$ cat config.mk
export PLATFORM = sky130hd
export DESIGN_NAME = pcc_core
export DESIGN_NICKNAME = d
export VERILOG_FILES = /design/src/hw/pcc_pkg.sv /design/src/hw/pcc_core.sv /design/src/hw/pcc_in_filter.sv
export SDC_FILE = /design/constraint.sdc
export NUM_CORES = 1
export LEC_CHECK = 0
export CORE_ASPECT_RATIO = 1.4
export CORE_MARGIN = 4
export CORE_UTILIZATION = 35
export CTS_CLUSTER_SIZE = 20
export DETAILED_ROUTE_END_ITERATION = 6
export DONT_BUFFER_PORTS = 1
export MAX_ROUTING_LAYER = met4
export SETUP_SLACK_MARGIN = 0.05
export SLEW_MARGIN = 30
export SYNTH_ARGS = -nofsm -noshare
export SYNTH_HDL_FRONTEND = slang
export SYNTH_SLANG_ARGS = --single-unit
$ cat constraint.sdc
create_clock -name mclk -period 8.4 [get_ports mclk]
set_input_delay 0.84 -clock mclk [delete_from_list [all_inputs] [get_ports mclk]]
set_output_delay 0.84 -clock mclk [all_outputs]
set_load 0.1 [all_outputs]
$ cat src/hw/pcc_pkg.sv
package pcc_pkg;
  // Count datapath
  localparam int CW = 16;
  localparam logic signed [CW-1:0] FULL_SCALE = 16'sh270F;
  // Clock and timing
  localparam int MCLK_HZ = 40_000_000;
  localparam int US_CYCLES = MCLK_HZ / 1_000_000;
  localparam int PULSE_MS = 1000;
  localparam int PULSE_US = PULSE_MS * 1000;
  localparam int RATE_SLOW_HZ = 30;
  localparam int RATE_FAST_HZ = 5000;
  // Debounce: a quarter of the shortest input period, rounded down
  localparam int FILT_SLOW_US = 1_000_000 / (4 * RATE_SLOW_HZ);
  localparam int FILT_FAST_US = 1_000_000 / (4 * RATE_FAST_HZ);
  localparam int TW = 24;
  // Fault display code
  localparam logic [7:0] CPU_FAULT_CODE = 8'h00;

  typedef enum logic [1:0] {
    MODE_HOLD_FREEZE = 2'h0,
    MODE_HOLD_OVER = 2'h1,
    MODE_PULSE_OVER = 2'h2,
    MODE_PULSE_RECOUNT = 2'h3
  } pcc_mode_type;

  typedef struct packed {
    logic count_direction_down;
    pcc_mode_type mode;
  } pcc_cfg_type;

  localparam pcc_cfg_type CFG_RESET = 3'h0;

  typedef enum logic [3:0] {
    OUT_OFF = 4'h1,
    OUT_HOLD = 4'h2,
    OUT_PULSE = 4'h4,
    OUT_FAULT = 4'h8
  } pcc_out_type;
endpackage : pcc_pkg

$ cat src/hw/pcc_core.sv
// Overview of operation
// - New preset accepted anytime, count untouched.
// - Up, preset below count: wrap, then complete.
// - Up, preset above count: complete on equality.
// - Down: always complete when count reaches zero.
// - Up, zero preset: no immediate completion, wrap first.
// - Hold-freeze: output held, further pulses ignored.
// - Hold-overcount: output held, counting continues past.
// - Pulse-overcount: one-second pulse, counting continues.
// - Pulse-recount: reload start value at completion.
// - Pulse-recount: pulses ignored during output pulse.
// - Fault: show code, output off, restore start preset.
// - Rate 30 Hz/5 kHz, taken at power-up only.
// - Config commit restarts count, output off.
`timescale 1ns/1ps
module pcc_core import pcc_pkg::*; #(
  parameter int PULSE_US_P = PULSE_US,
  parameter int FILT_SLOW_P = FILT_SLOW_US,
  parameter int FILT_FAST_P = FILT_FAST_US,
  parameter logic signed [CW-1:0] FULL_P = FULL_SCALE
) (
  // Clock and resets
  input wire logic mclk,
  input wire logic rst,
  input wire logic por,
  // Count pin
  input wire logic count_pin,
  // Preset
  input wire logic [CW-1:0] preset_value,
  input wire logic preset_load,
  input wire logic [CW-1:0] preset_init,
  // Configuration
  input wire pcc_cfg_type cfg_in,
  input wire logic cfg_commit,
  input wire logic speed_strap_slow,
  // Fault
  input wire logic cpu_fault,
  // Status
  output logic signed [CW-1:0] count_value,
  output logic output_on,
  output logic complete,
  output logic fault_show,
  output logic [7:0] fault_code,
  output logic speed_slow
);
  logic any_rst;
  logic [5:0] div_r;
  logic us_tick;
  logic evt;
  pcc_cfg_type cfg_r;
  logic [CW-1:0] preset_r;
  logic [CW-1:0] startup_preset_r;
  logic signed [CW-1:0] count_r;
  logic signed [CW-1:0] start_val;
  logic signed [CW-1:0] step_val;
  logic done_r;
  logic count_en;
  logic hit;
  logic recount;
  pcc_out_type state_r;
  pcc_out_type state_nxt;
  logic [TW-1:0] pulse_r;

  assign any_rst = rst | por;
  assign recount = (cfg_r.mode == MODE_PULSE_RECOUNT);
  assign start_val = cfg_r.count_direction_down ? $signed(preset_r) : '0;
  assign count_value = count_r;
  assign fault_show = state_r[3];
  assign fault_code = CPU_FAULT_CODE;

  // Microsecond enable
  assign us_tick = (div_r == 6'(US_CYCLES - 1));
  always_ff @(posedge mclk) begin
    if (any_rst || us_tick) begin
      div_r <= 6'h00;
    end else begin
      div_r <= div_r + 6'h01;
    end
  end

  // Rate strap caught only at power-up
  always_ff @(posedge mclk) begin
    if (por) begin
      speed_slow <= speed_strap_slow;
    end
  end

  pcc_in_filter #(
    .SLOW_US(FILT_SLOW_P),
    .FAST_US(FILT_FAST_P)
  ) u_filter (
    .mclk(mclk),
    .rst(any_rst),
    .us_tick(us_tick),
    .slow_sel(speed_slow),
    .pin(count_pin),
    .rise(evt)
  );

  // Preset and start-up copy
  always_ff @(posedge mclk) begin
    if (por) begin
      preset_r <= preset_init;
      startup_preset_r <= preset_init;
    end else if (rst && state_r == OUT_FAULT) begin
      preset_r <= startup_preset_r;
    end else if (preset_load) begin
      preset_r <= preset_value;
    end
  end

  always_ff @(posedge mclk) begin
    if (por) begin
      cfg_r <= CFG_RESET;
    end else if (cfg_commit) begin
      cfg_r <= cfg_in;
    end
  end

  // Count step with wrap at full scale up, overcount to negative down
  always_comb begin
    step_val = count_r;
    if (cfg_r.count_direction_down) begin
      if (count_r != -FULL_P) begin
        step_val = count_r - 16'sh0001;
      end
    end else if (count_r >= FULL_P) begin
      step_val = '0;
    end else begin
      step_val = count_r + 16'sh0001;
    end
  end

  assign count_en = evt && state_r != OUT_FAULT
    && !(cfg_r.mode == MODE_HOLD_FREEZE && done_r)
    && !(recount && state_r == OUT_PULSE);
  assign hit = count_en && !done_r && (cfg_r.count_direction_down ?
    (step_val == '0) : (step_val == $signed(preset_r)));

  always_ff @(posedge mclk) begin
    if (any_rst) begin
      count_r <= '0;
      if (!por && cfg_r.count_direction_down) begin
        count_r <= (state_r == OUT_FAULT) ? $signed(startup_preset_r)
          : $signed(preset_r);
      end
      done_r <= 1'b0;
      complete <= 1'b0;
    end else if (cfg_commit) begin
      count_r <= cfg_in.count_direction_down ? $signed(preset_r) : '0;
      done_r <= 1'b0;
      complete <= 1'b0;
    end else begin
      complete <= hit;
      if (hit && recount) begin
        count_r <= start_val;
      end else if (count_en) begin
        count_r <= step_val;
      end
      if (hit && !recount) begin
        done_r <= 1'b1;
      end
    end
  end

  // Output sequencer
  always_comb begin
    state_nxt = state_r;
    case (state_r)
      OUT_OFF: begin
        if (hit) begin
          state_nxt = cfg_r.mode[1] ? OUT_PULSE : OUT_HOLD;
        end
      end
      OUT_HOLD: begin
        state_nxt = OUT_HOLD;
      end
      OUT_PULSE: begin
        if (us_tick && pulse_r == '0) begin
          state_nxt = OUT_OFF;
        end
      end
      OUT_FAULT: begin
        state_nxt = OUT_FAULT;
      end
      default: begin
        state_nxt = OUT_OFF;
      end
    endcase
    if (cpu_fault) begin
      state_nxt = OUT_FAULT;
    end
  end

  always_ff @(posedge mclk) begin
    if (any_rst || cfg_commit) begin
      state_r <= OUT_OFF;
      output_on <= 1'b0;
    end else begin
      state_r <= state_nxt;
      output_on <= (state_nxt == OUT_HOLD) || (state_nxt == OUT_PULSE);
    end
  end

  always_ff @(posedge mclk) begin
    if (any_rst || state_r != OUT_PULSE) begin
      pulse_r <= TW'(PULSE_US_P - 1);
    end else if (us_tick && pulse_r != '0) begin
      pulse_r <= pulse_r - TW'(1);
    end
  end
endmodule : pcc_core

$ cat src/hw/pcc_in_filter.sv
`timescale 1ns/1ps
module pcc_in_filter import pcc_pkg::*; #(
  parameter int SLOW_US = FILT_SLOW_US,
  parameter int FAST_US = FILT_FAST_US
) (
  // Clock and reset
  input wire logic mclk,
  input wire logic rst,
  // Timing
  input wire logic us_tick,
  input wire logic slow_sel,
  // Pin and event
  input wire logic pin,
  output logic rise
);
  logic [2:0] sync_r;
  logic level_r;
  logic [TW-1:0] stab_r;
  logic [TW-1:0] limit;

  assign limit = slow_sel ? TW'(SLOW_US) : TW'(FAST_US);

  always_ff @(posedge mclk) begin
    if (rst) begin
      sync_r <= 3'h0;
    end else begin
      sync_r <= {sync_r[1:0], pin};
    end
  end

  // Level must stay changed for the debounce time before it counts
  always_ff @(posedge mclk) begin
    if (rst) begin
      level_r <= 1'b0;
      stab_r <= '0;
      rise <= 1'b0;
    end else begin
      rise <= 1'b0;
      if (sync_r[1] != sync_r[2] || sync_r[2] == level_r) begin
        stab_r <= '0;
      end else if (us_tick) begin
        if (stab_r >= limit) begin
          level_r <= sync_r[2];
          rise <= sync_r[2];
          stab_r <= '0;
        end else begin
          stab_r <= stab_r + TW'(1);
        end
      end
    end
  end
endmodule : pcc_in_filter

==> flow_summary.yaml, run 1 <==
outcome:
  status: "complete, no violations"
timing:
  max_slew_margin_pct: 34.4
  setup_violations: 0
  slew_viol_final: 0
  finClkSkew_ns: 0.0107
  worst_slew_pin_slew_ns: 0.982
  rsz0062_at_grt: "false"
  timing.fmax_mhz: 197
  finalSetupTns_ns: 0
  final_hold_viol_count: 0
  layout_min_cycle_time_ns: 5.07
  post-route-period-util_pct: 60.4
floorplanning:
  initial_utilization_pct: 35.7
  ios: 71
  die_h_um: 177
  core_mm2: 0.0199
  fp.dieW_um: 129
  rows: 61
  die-area_mm2: 0.0227
power_and_ir_drop:
  post-layout-total-power_w: 0.00174
  p_switching_w: 0.000545
  ir_drop_mv: 0.136
  power_density_mw_per_mm2: 216
  p_int_w: 0.00120
  p_sw_share_pct: 31.3
  p_clk_share_pct: 41.7
  p_leak_nw: 2.86
  power_frac_comb_pct: 20.6
  seqPwrFrac_pct: 37.7
worst_setup_path:
  crit_required_ns: 8.53
  rr_endpoint: "count_value[0]$_DFFE_PP_"
  cp.arrival_ns: 5.20
  r2r_start: "count_value[0]$_DFFE_PP_"
  cp_max_fo: 13
  cp-start-kind: "flip-flop"
  critical_path.endpoint_type: "flip-flop"
  path_class: "flip-flop to flip-flop"
  r2r_slack_ns: 3.33
  r2r_cells: 11
  startpoint: "count_value[0]$_DFFE_PP_"
drt:
  vias_per_cell: 5.67
  ant_nets: 0
  drt-initial-drc-count: 396
  wl_um: 20100
  vias: 6179
  remaining_drc_errors: 0
  firstDrtPassIters: 5
  wl_per_cell_um: 18.4
hold_path:
  hold_depth: 1
  holdPathEnd: "u_filter.sync_r[1]$_SDFF_PN0_"
  hp-class: "flip-flop to flip-flop"
  hp-start: "u_filter.sync_r[0]$_SDFF_PN0_"
placed_design:
  port_buffers: 0
  place_congestion: 0.966
  hpwlAfterDp_um: 14900
yosys:
  muxShareOfSynthArea_pct: 2.97
  ys_types: 75
  synth_seq_cells: 118
  async_reset_ff_share_pct: 0
  synth_compound_area_share_pct: 15.1
  avgSynthCellArea_um2: 8.62
  synth_flop_cell: "dfxtp_1"
  yosysWarningCount: 0
  synthCells: 826
  synth_top_family_by_area: "simple AND/OR/NAND/NOR gates"
  synth_simple_gate_area_share_pct: 28.1
  netlist_area_mm2: 0.00712
  synth_area_leaders: "edfxtp_1, dfxtp_1, nand2_1, nor2_1, xnor2_1"
  yosysSeqAreaShare_pct: 40.1
  synth_edf_count: 49
  synth-xor-area-share_pct: 7.01
  synthAdderAreaFrac_pct: 2.46
  synth_top_area_share_pct: 20.7
  synth.largest_area_cell: "edfxtp_1"
global_routing:
  grt_pass1_wl_um: 32300
  grt_antenna_before_repair: 0
  grt_max_degree: 63
  gr-total-overflow: 0
  first_global_vias: 5859
  grt.total_usage_pct: 18.6
cts:
  postCtsSetupBuffers: 0
  clk_latency_ns: 0.42
  clock_sinks: 118
  htree_levels: 4
  holdBufCountCts: 0
  tritoncts: "built"
  cts_resized: 0
  cts.clk_slew.worst_paths_ns: 0.06
  root_buffer: "clkbuf_16"
  numCtsBuffers: 17
  clockBufferDepth: 2
layout:
  drive_above_1_share_pct: 8.72
  finalNetCount: 882
  area_growth_pct: 13.3
  n_antenna_cell: 0
run:
  cap_violations: 0
## registers in the layout, summed over array words and instances (netlist names)
signal	cells
u_filter.level_r	1
u_filter.stab_r	24
startup_preset_r	16
output_on	1
complete	1
speed_slow	1
pulse_r	24
u_filter.rise	1
done_r	1
count_value	16
preset_r	16
u_filter.sync_r	3
state_r	4
div_r	6
cfg_r	3
## per-layer routing
layer | track usage, % | up-vias | share of wire (%)
met2 | 29.7 | 216 | 50
met3 | 5.13 | 66 | 6.9
li1 | - | 3009 | -
met5 | - | - | 0
met1 | 21.8 | 2888 | 40
met4 | 8.19 | 0 | 3.5
## power groups by stage
| stage | Combinational, W | Sequential, W | Clock, W |
|---|---|---|---|
| detailed placement | 0.000352 | 0.000667 | 0 |
| global placement | 0.000343 | 0.000674 | 0 |
| floorplan | 0.000203 | 0.000730 | 0 |
| global route | 0.000383 | 0.000658 | 0.000772 |
| CTS | 0.000354 | 0.000655 | 0.000740 |
| finish | 0.000359 | 0.000656 | 0.000726 |
## worst max-delay path by stage
stage / to / slack, ns / depth (start not counted)
global route: count_value[7]$_DFFE_PP_ / 3.20 / 11
floorplan: count_value[6]$_DFFE_PP_ / 4.22 / 11
CTS: count_value[0]$_DFFE_PP_ / 3.50 / 11
global placement: count_value[7]$_DFFE_PP_ / 3.47 / 11
finish: count_value[0]$_DFFE_PP_ / 3.33 / 11
detailed placement: count_value[7]$_DFFE_PP_ / 3.50 / 11
## cells in the mapped netlist (4+ instances only)
library cell,n
a211o_1,4
a211oi_1,4
a21o_1,7
a21oi_1,23
a31oi_1,4
and2_1,6
and3_1,8
and4_1,4
buf_4,9
clkbuf_1,36
dfxtp_1,69
edfxtp_1,49
ha_1,14
inv_1,16
mux2i_1,20
nand2_1,109
nand2b_1,12
nand3_1,27
nand3b_1,5
nand4_1,22
nor2_1,95
nor2b_1,4
nor3_1,30
nor3b_1,6
nor4_1,23
nor4b_1,6
o211ai_1,22
o21a_1,4
o21ai_0,34
o22ai_1,6
or2_2,5
or3_1,15
or4_1,7
xnor2_1,32
xor2_1,25
## placed cells by master, fill, tap and decap left out, drive strengths merged, types with 7 or more instances in the layout
cell type	count
ha	14
xor2	25
inv	18
and3	8
o21ai	36
nand3	27
dfxtp	69
o211ai	22
xnor2	32
nor3	30
nor2	95
nand4	22
conb	8
or3	15
nand2b	12
nand2	109
edfxtp	49
a21oi	24
clkbuf	24
nor4	23
buf	24
a21o	7
mux2i	20
or4	10
## per-stage QoR
stage | instance area, um2 | worst slack [ns] | hold WS (ns) | utilization [%] | instances
after global placement | 7380 | 3.47 | 0.416 | 37.0 | 1054
after global routing | 8070 | 3.20 | 0.448 | 40.5 | 1089
after CTS | 8070 | 3.50 | 0.436 | 40.5 | 1089
after floorplan | 7150 | 4.22 | 0.406 | - | 833
final | 8070 | 3.33 | 0.429 | 40.5 | 1089
after detailed placement | 7460 | 3.50 | 0.420 | 37.4 | 1058
## cell type report
class	count	area, um2
inverters	16	60.1
flip-flops and latches	118	2850
clock inverters	7	51.3
fillers	1971	11900
clock buffers	24	558
multi-input cells	648	4010
repair buffers	24	220
well taps	252	315
## cells by family after synthesis
kind of cell,Yosys count
AO/OA/AOI/OAI,151
multiplexers,21
adder cells (fa/ha/maj),14
other,1
flip-flops,118
buffers and inverters,67
AND/OR/NAND/NOR,397
XOR/XNOR,57
## worst max-delay path, stage by stage (launching register included)
cell and delay [ns]:
edfxtp_1 0.33, buf_4 0.38, ha_1 0.32, nand3_1 0.31, a211oi_2 0.84, o221ai_1 0.29, o2bb2ai_1 0.22, or4_1 0.53
nor4_1 0.49, a41oi_1 0.24, a21oi_2 0.63, o211ai_1 0.20
(Power assumes the default switching activity.)
==> inputs of run 2 (changes only) <==
Settings changed: ABC_AREA set to 1.
Clock period 8.4 ns to 4.8 ns, I/O delays scaled along.
==> flow_summary.yaml, run 2 <==
timing:
  rsz0062_at_grt: "false"
  worst_slew_pin_slew_ns: 0.982
  finalSetupTns_ns: 0
  setup_violations: 0
  post-route-period-util_pct: 72.0
  finClkSkew_ns: 0.0106
  slew_viol_final: 0
  timing.fmax_mhz: 289
  final_hold_viol_count: 0
  max_slew_margin_pct: 34.5
  layout_min_cycle_time_ns: 3.46
power_and_ir_drop:
  p_clk_share_pct: 43.7
  seqPwrFrac_pct: 40.3
  ir_drop_mv: 0.241
  p_int_w: 0.00198
  power_density_mw_per_mm2: 337
  power_frac_comb_pct: 16.0
  p_leak_nw: 3.70
  p_switching_w: 0.000830
  p_sw_share_pct: 29.6
  post-layout-total-power_w: 0.00281
worst_setup_path:
  startpoint: "cfg_r[2]$_SDFFE_PP0P_"
  crit_buf_inv: 3
  r2r_slack_ns: 1.34
  slowest_delay_ns: 0.80
  r2r_start: "cfg_r[2]$_SDFFE_PP0P_"
  crit_required_ns: 4.96
  slowest_stage: "dfxtp_1"
  path_class: "flip-flop to flip-flop"
  rr_endpoint: "count_value[1]$_DFFE_PP_"
  cp_common_cell: "nand2_1"
  critPathTopFamily: "simple AND/OR/NAND/NOR gates"
  path_cells: "clkinv_1 -> buf_4 -> o21ai_0 -> a21oi_1 -> nand2_1 -> nand2_1 -> inv_1 -> nand2_1 -> nor2_1 -> nand2_1 -> nor2_1 -> nor2_1 -> nor2_4 -> nand3_4 -> nand2_4 -> nand2_1 -> nand2_1 -> nand2_1 -> nand2_1 -> nand2_1"
  cp_max_fo: 19
  r2r_cells: 20
  crit_end: "count_value[1]$_DFFE_PP_"
  cp-start-kind: "flip-flop"
  cp.depth: 20
  cp.arrival_ns: 3.62
  critical_path.endpoint_type: "flip-flop"
yosys:
  synth_seq_cells: 118
  synth_edf_count: 49
  yosysWarningCount: 0
  netlist_area_mm2: 0.00743
  async_reset_ff_share_pct: 0
  yosysSeqAreaShare_pct: 38.4
  yosysMostFrequentCell: "nand2_1"
  synth_top_family_by_area: "simple AND/OR/NAND/NOR gates"
  synth-xor-area-share_pct: 1.53
  yosys-top-cells-count: "nand2_1, nor2_1, inv_1, dfxtp_1, nand3_1"
  synthAdderAreaFrac_pct: 2.36
  synth_compound_area_share_pct: 8.53
  synthCells: 1085
  synth_simple_gate_area_share_pct: 39.3
  ys_types: 51
  synth_top_area_share_pct: 19.8
  muxShareOfSynthArea_pct: 0
  avgSynthCellArea_um2: 6.85
  synth_area_leaders: "edfxtp_1, dfxtp_1, nand2_1, nor2_1, inv_1"
  synth_flop_cell: "dfxtp_1"
  synth.largest_area_cell: "edfxtp_1"
cts:
  numCtsBuffers: 17
  cts_resized: 0
  root_buffer: "clkbuf_16"
  clock_sinks: 118
  postCtsSetupBuffers: 0
  holdBufCountCts: 0
  clockBufferDepth: 2
  tritoncts: "built"
  cts.clk_slew.worst_paths_ns: 0.06
  clk_latency_ns: 0.41
  htree_levels: 4
floorplanning:
  die_h_um: 180
  ios: 71
  initial_utilization_pct: 35.9
  rows: 62
  core_mm2: 0.0207
  fp.dieW_um: 131
  die-area_mm2: 0.0237
layout:
  finalNetCount: 1151
  largestRegisters: "pulse_r x24, u_filter.stab_r x24"
  final_cell_mix: "nand2_1, nor2_1, inv_1, dfxtp_1, nand3_1"
  drive_above_1_share_pct: 9.85
  stdcell_area_mm2: 0.00832
  utilization_pct: 40.2
  layout_commonest_cell: "nand2_1"
  area_growth_pct: 12.0
global_routing:
  grt_pass1_wl_um: 31800
  gr-total-overflow: 0
  grt_antenna_before_repair: 1
  first_global_vias: 6355
  grt_max_degree: 47
  grt.total_usage_pct: 16.9
drt:
  remaining_drc_errors: 0
  vias: 6680
  ant_nets: 0
  wl_um: 19400
  wl_per_cell_um: 14.2
  vias_per_cell: 4.90
  drt-initial-drc-count: 295
  firstDrtPassIters: 5
placed_design:
  port_buffers: 0
  place_congestion: 0.905
  hpwlAfterDp_um: 15300
  place_area_mm2: 0.00774
outcome:
  status: "complete, no violations"
hold_path:
  hp-class: "input port to flip-flop"
  hp-start: "cpu_fault"
run:
  cap_violations: 0
==> run 2: worst reg2reg max path, cell delays in order (launching register included) <==
cell,delay [ns]
dfxtp_1,0.80
clkinv_1,0.45
buf_4,0.31
o21ai_0,0.08
a21oi_1,0.06
nand2_1,0.08
nand2_1,0.08
inv_1,0.08
nand2_1,0.05
nor2_1,0.09
nand2_1,0.06
nor2_1,0.09
nor2_1,0.07
nor2_4,0.13
nand3_4,0.22
nand2_4,0.28
nand2_1,0.08
nand2_1,0.06
nand2_1,0.05
nand2_1,0.05
nand2_1,0.05
==> run 2: final cells by class <==
class	instances	area, um2
Fill cell	2174	12400
Multi-Input combinational cell	800	3880
Sequential cell	118	2850
Clock buffer	23	524
Inverter	133	499
Tap cell	256	320
Timing Repair Buffer	24	180
Clock inverter	9	60.1
Antenna cell	1	2.50
==> run 2: metrics by stage <==
step	worst slack (ns)	cells	hold WS, ns
after floorplan	1.49	1092	0.394
after global placement	1.34	1331	0.399
after detailed placement	1.36	1331	0.403
after CTS	1.34	1363	0.122
after global routing	0.994	1364	0.118
final	1.34	1364	0.138
==> run 2: logic make-up (layout without fill, tap and decap cells) <==
family                   count (synthesis)  after routing
other                                    1              9
XOR/XNOR                                13             13
AND/OR/NAND/NOR                        664            664
buffers and inverters                  174            189
flip-flops                             118            118
AO/OA/AOI/OAI                          101            101
adder cells (fa/ha/maj)                 14             14
==> run 2: power groups by stage <==
stage	clock network, W	registers, W	logic (W)
global route	0.00130	0.00114	0.000499
global placement	0	0.00115	0.000450
CTS	0.00125	0.00113	0.000453
detailed placement	0	0.00115	0.000451
floorplan	0	0.00122	0.000298
finish	0.00123	0.00113	0.000450
==> run 2: metal layers <==
layer  vias up  share of wire, %  track usage (%)  wire length, um
li1       3519                 -                -                -
met1      2995                41             18.1             7910
met2       125                50             29.6             9780
met3        41               5.6             4.55             1090
met4         0               3.2             6.89              614
met5         -                 0                -                0
==> run 2: worst min-delay path by stage <==
stage / cells past startpoint / end / slack, ns
after floorplan: 2 / u_filter.sync_r[1]$_SDFF_PN0_ / 0.39
after global placement: 2 / u_filter.sync_r[1]$_SDFF_PN0_ / 0.40
after detailed placement: 2 / u_filter.sync_r[1]$_SDFF_PN0_ / 0.40
after CTS: 1 / state_r[1]$_SDFF_PP0_ / 0.12
after global routing: 1 / state_r[1]$_SDFF_PP0_ / 0.12
final: 1 / state_r[1]$_SDFF_PP0_ / 0.14
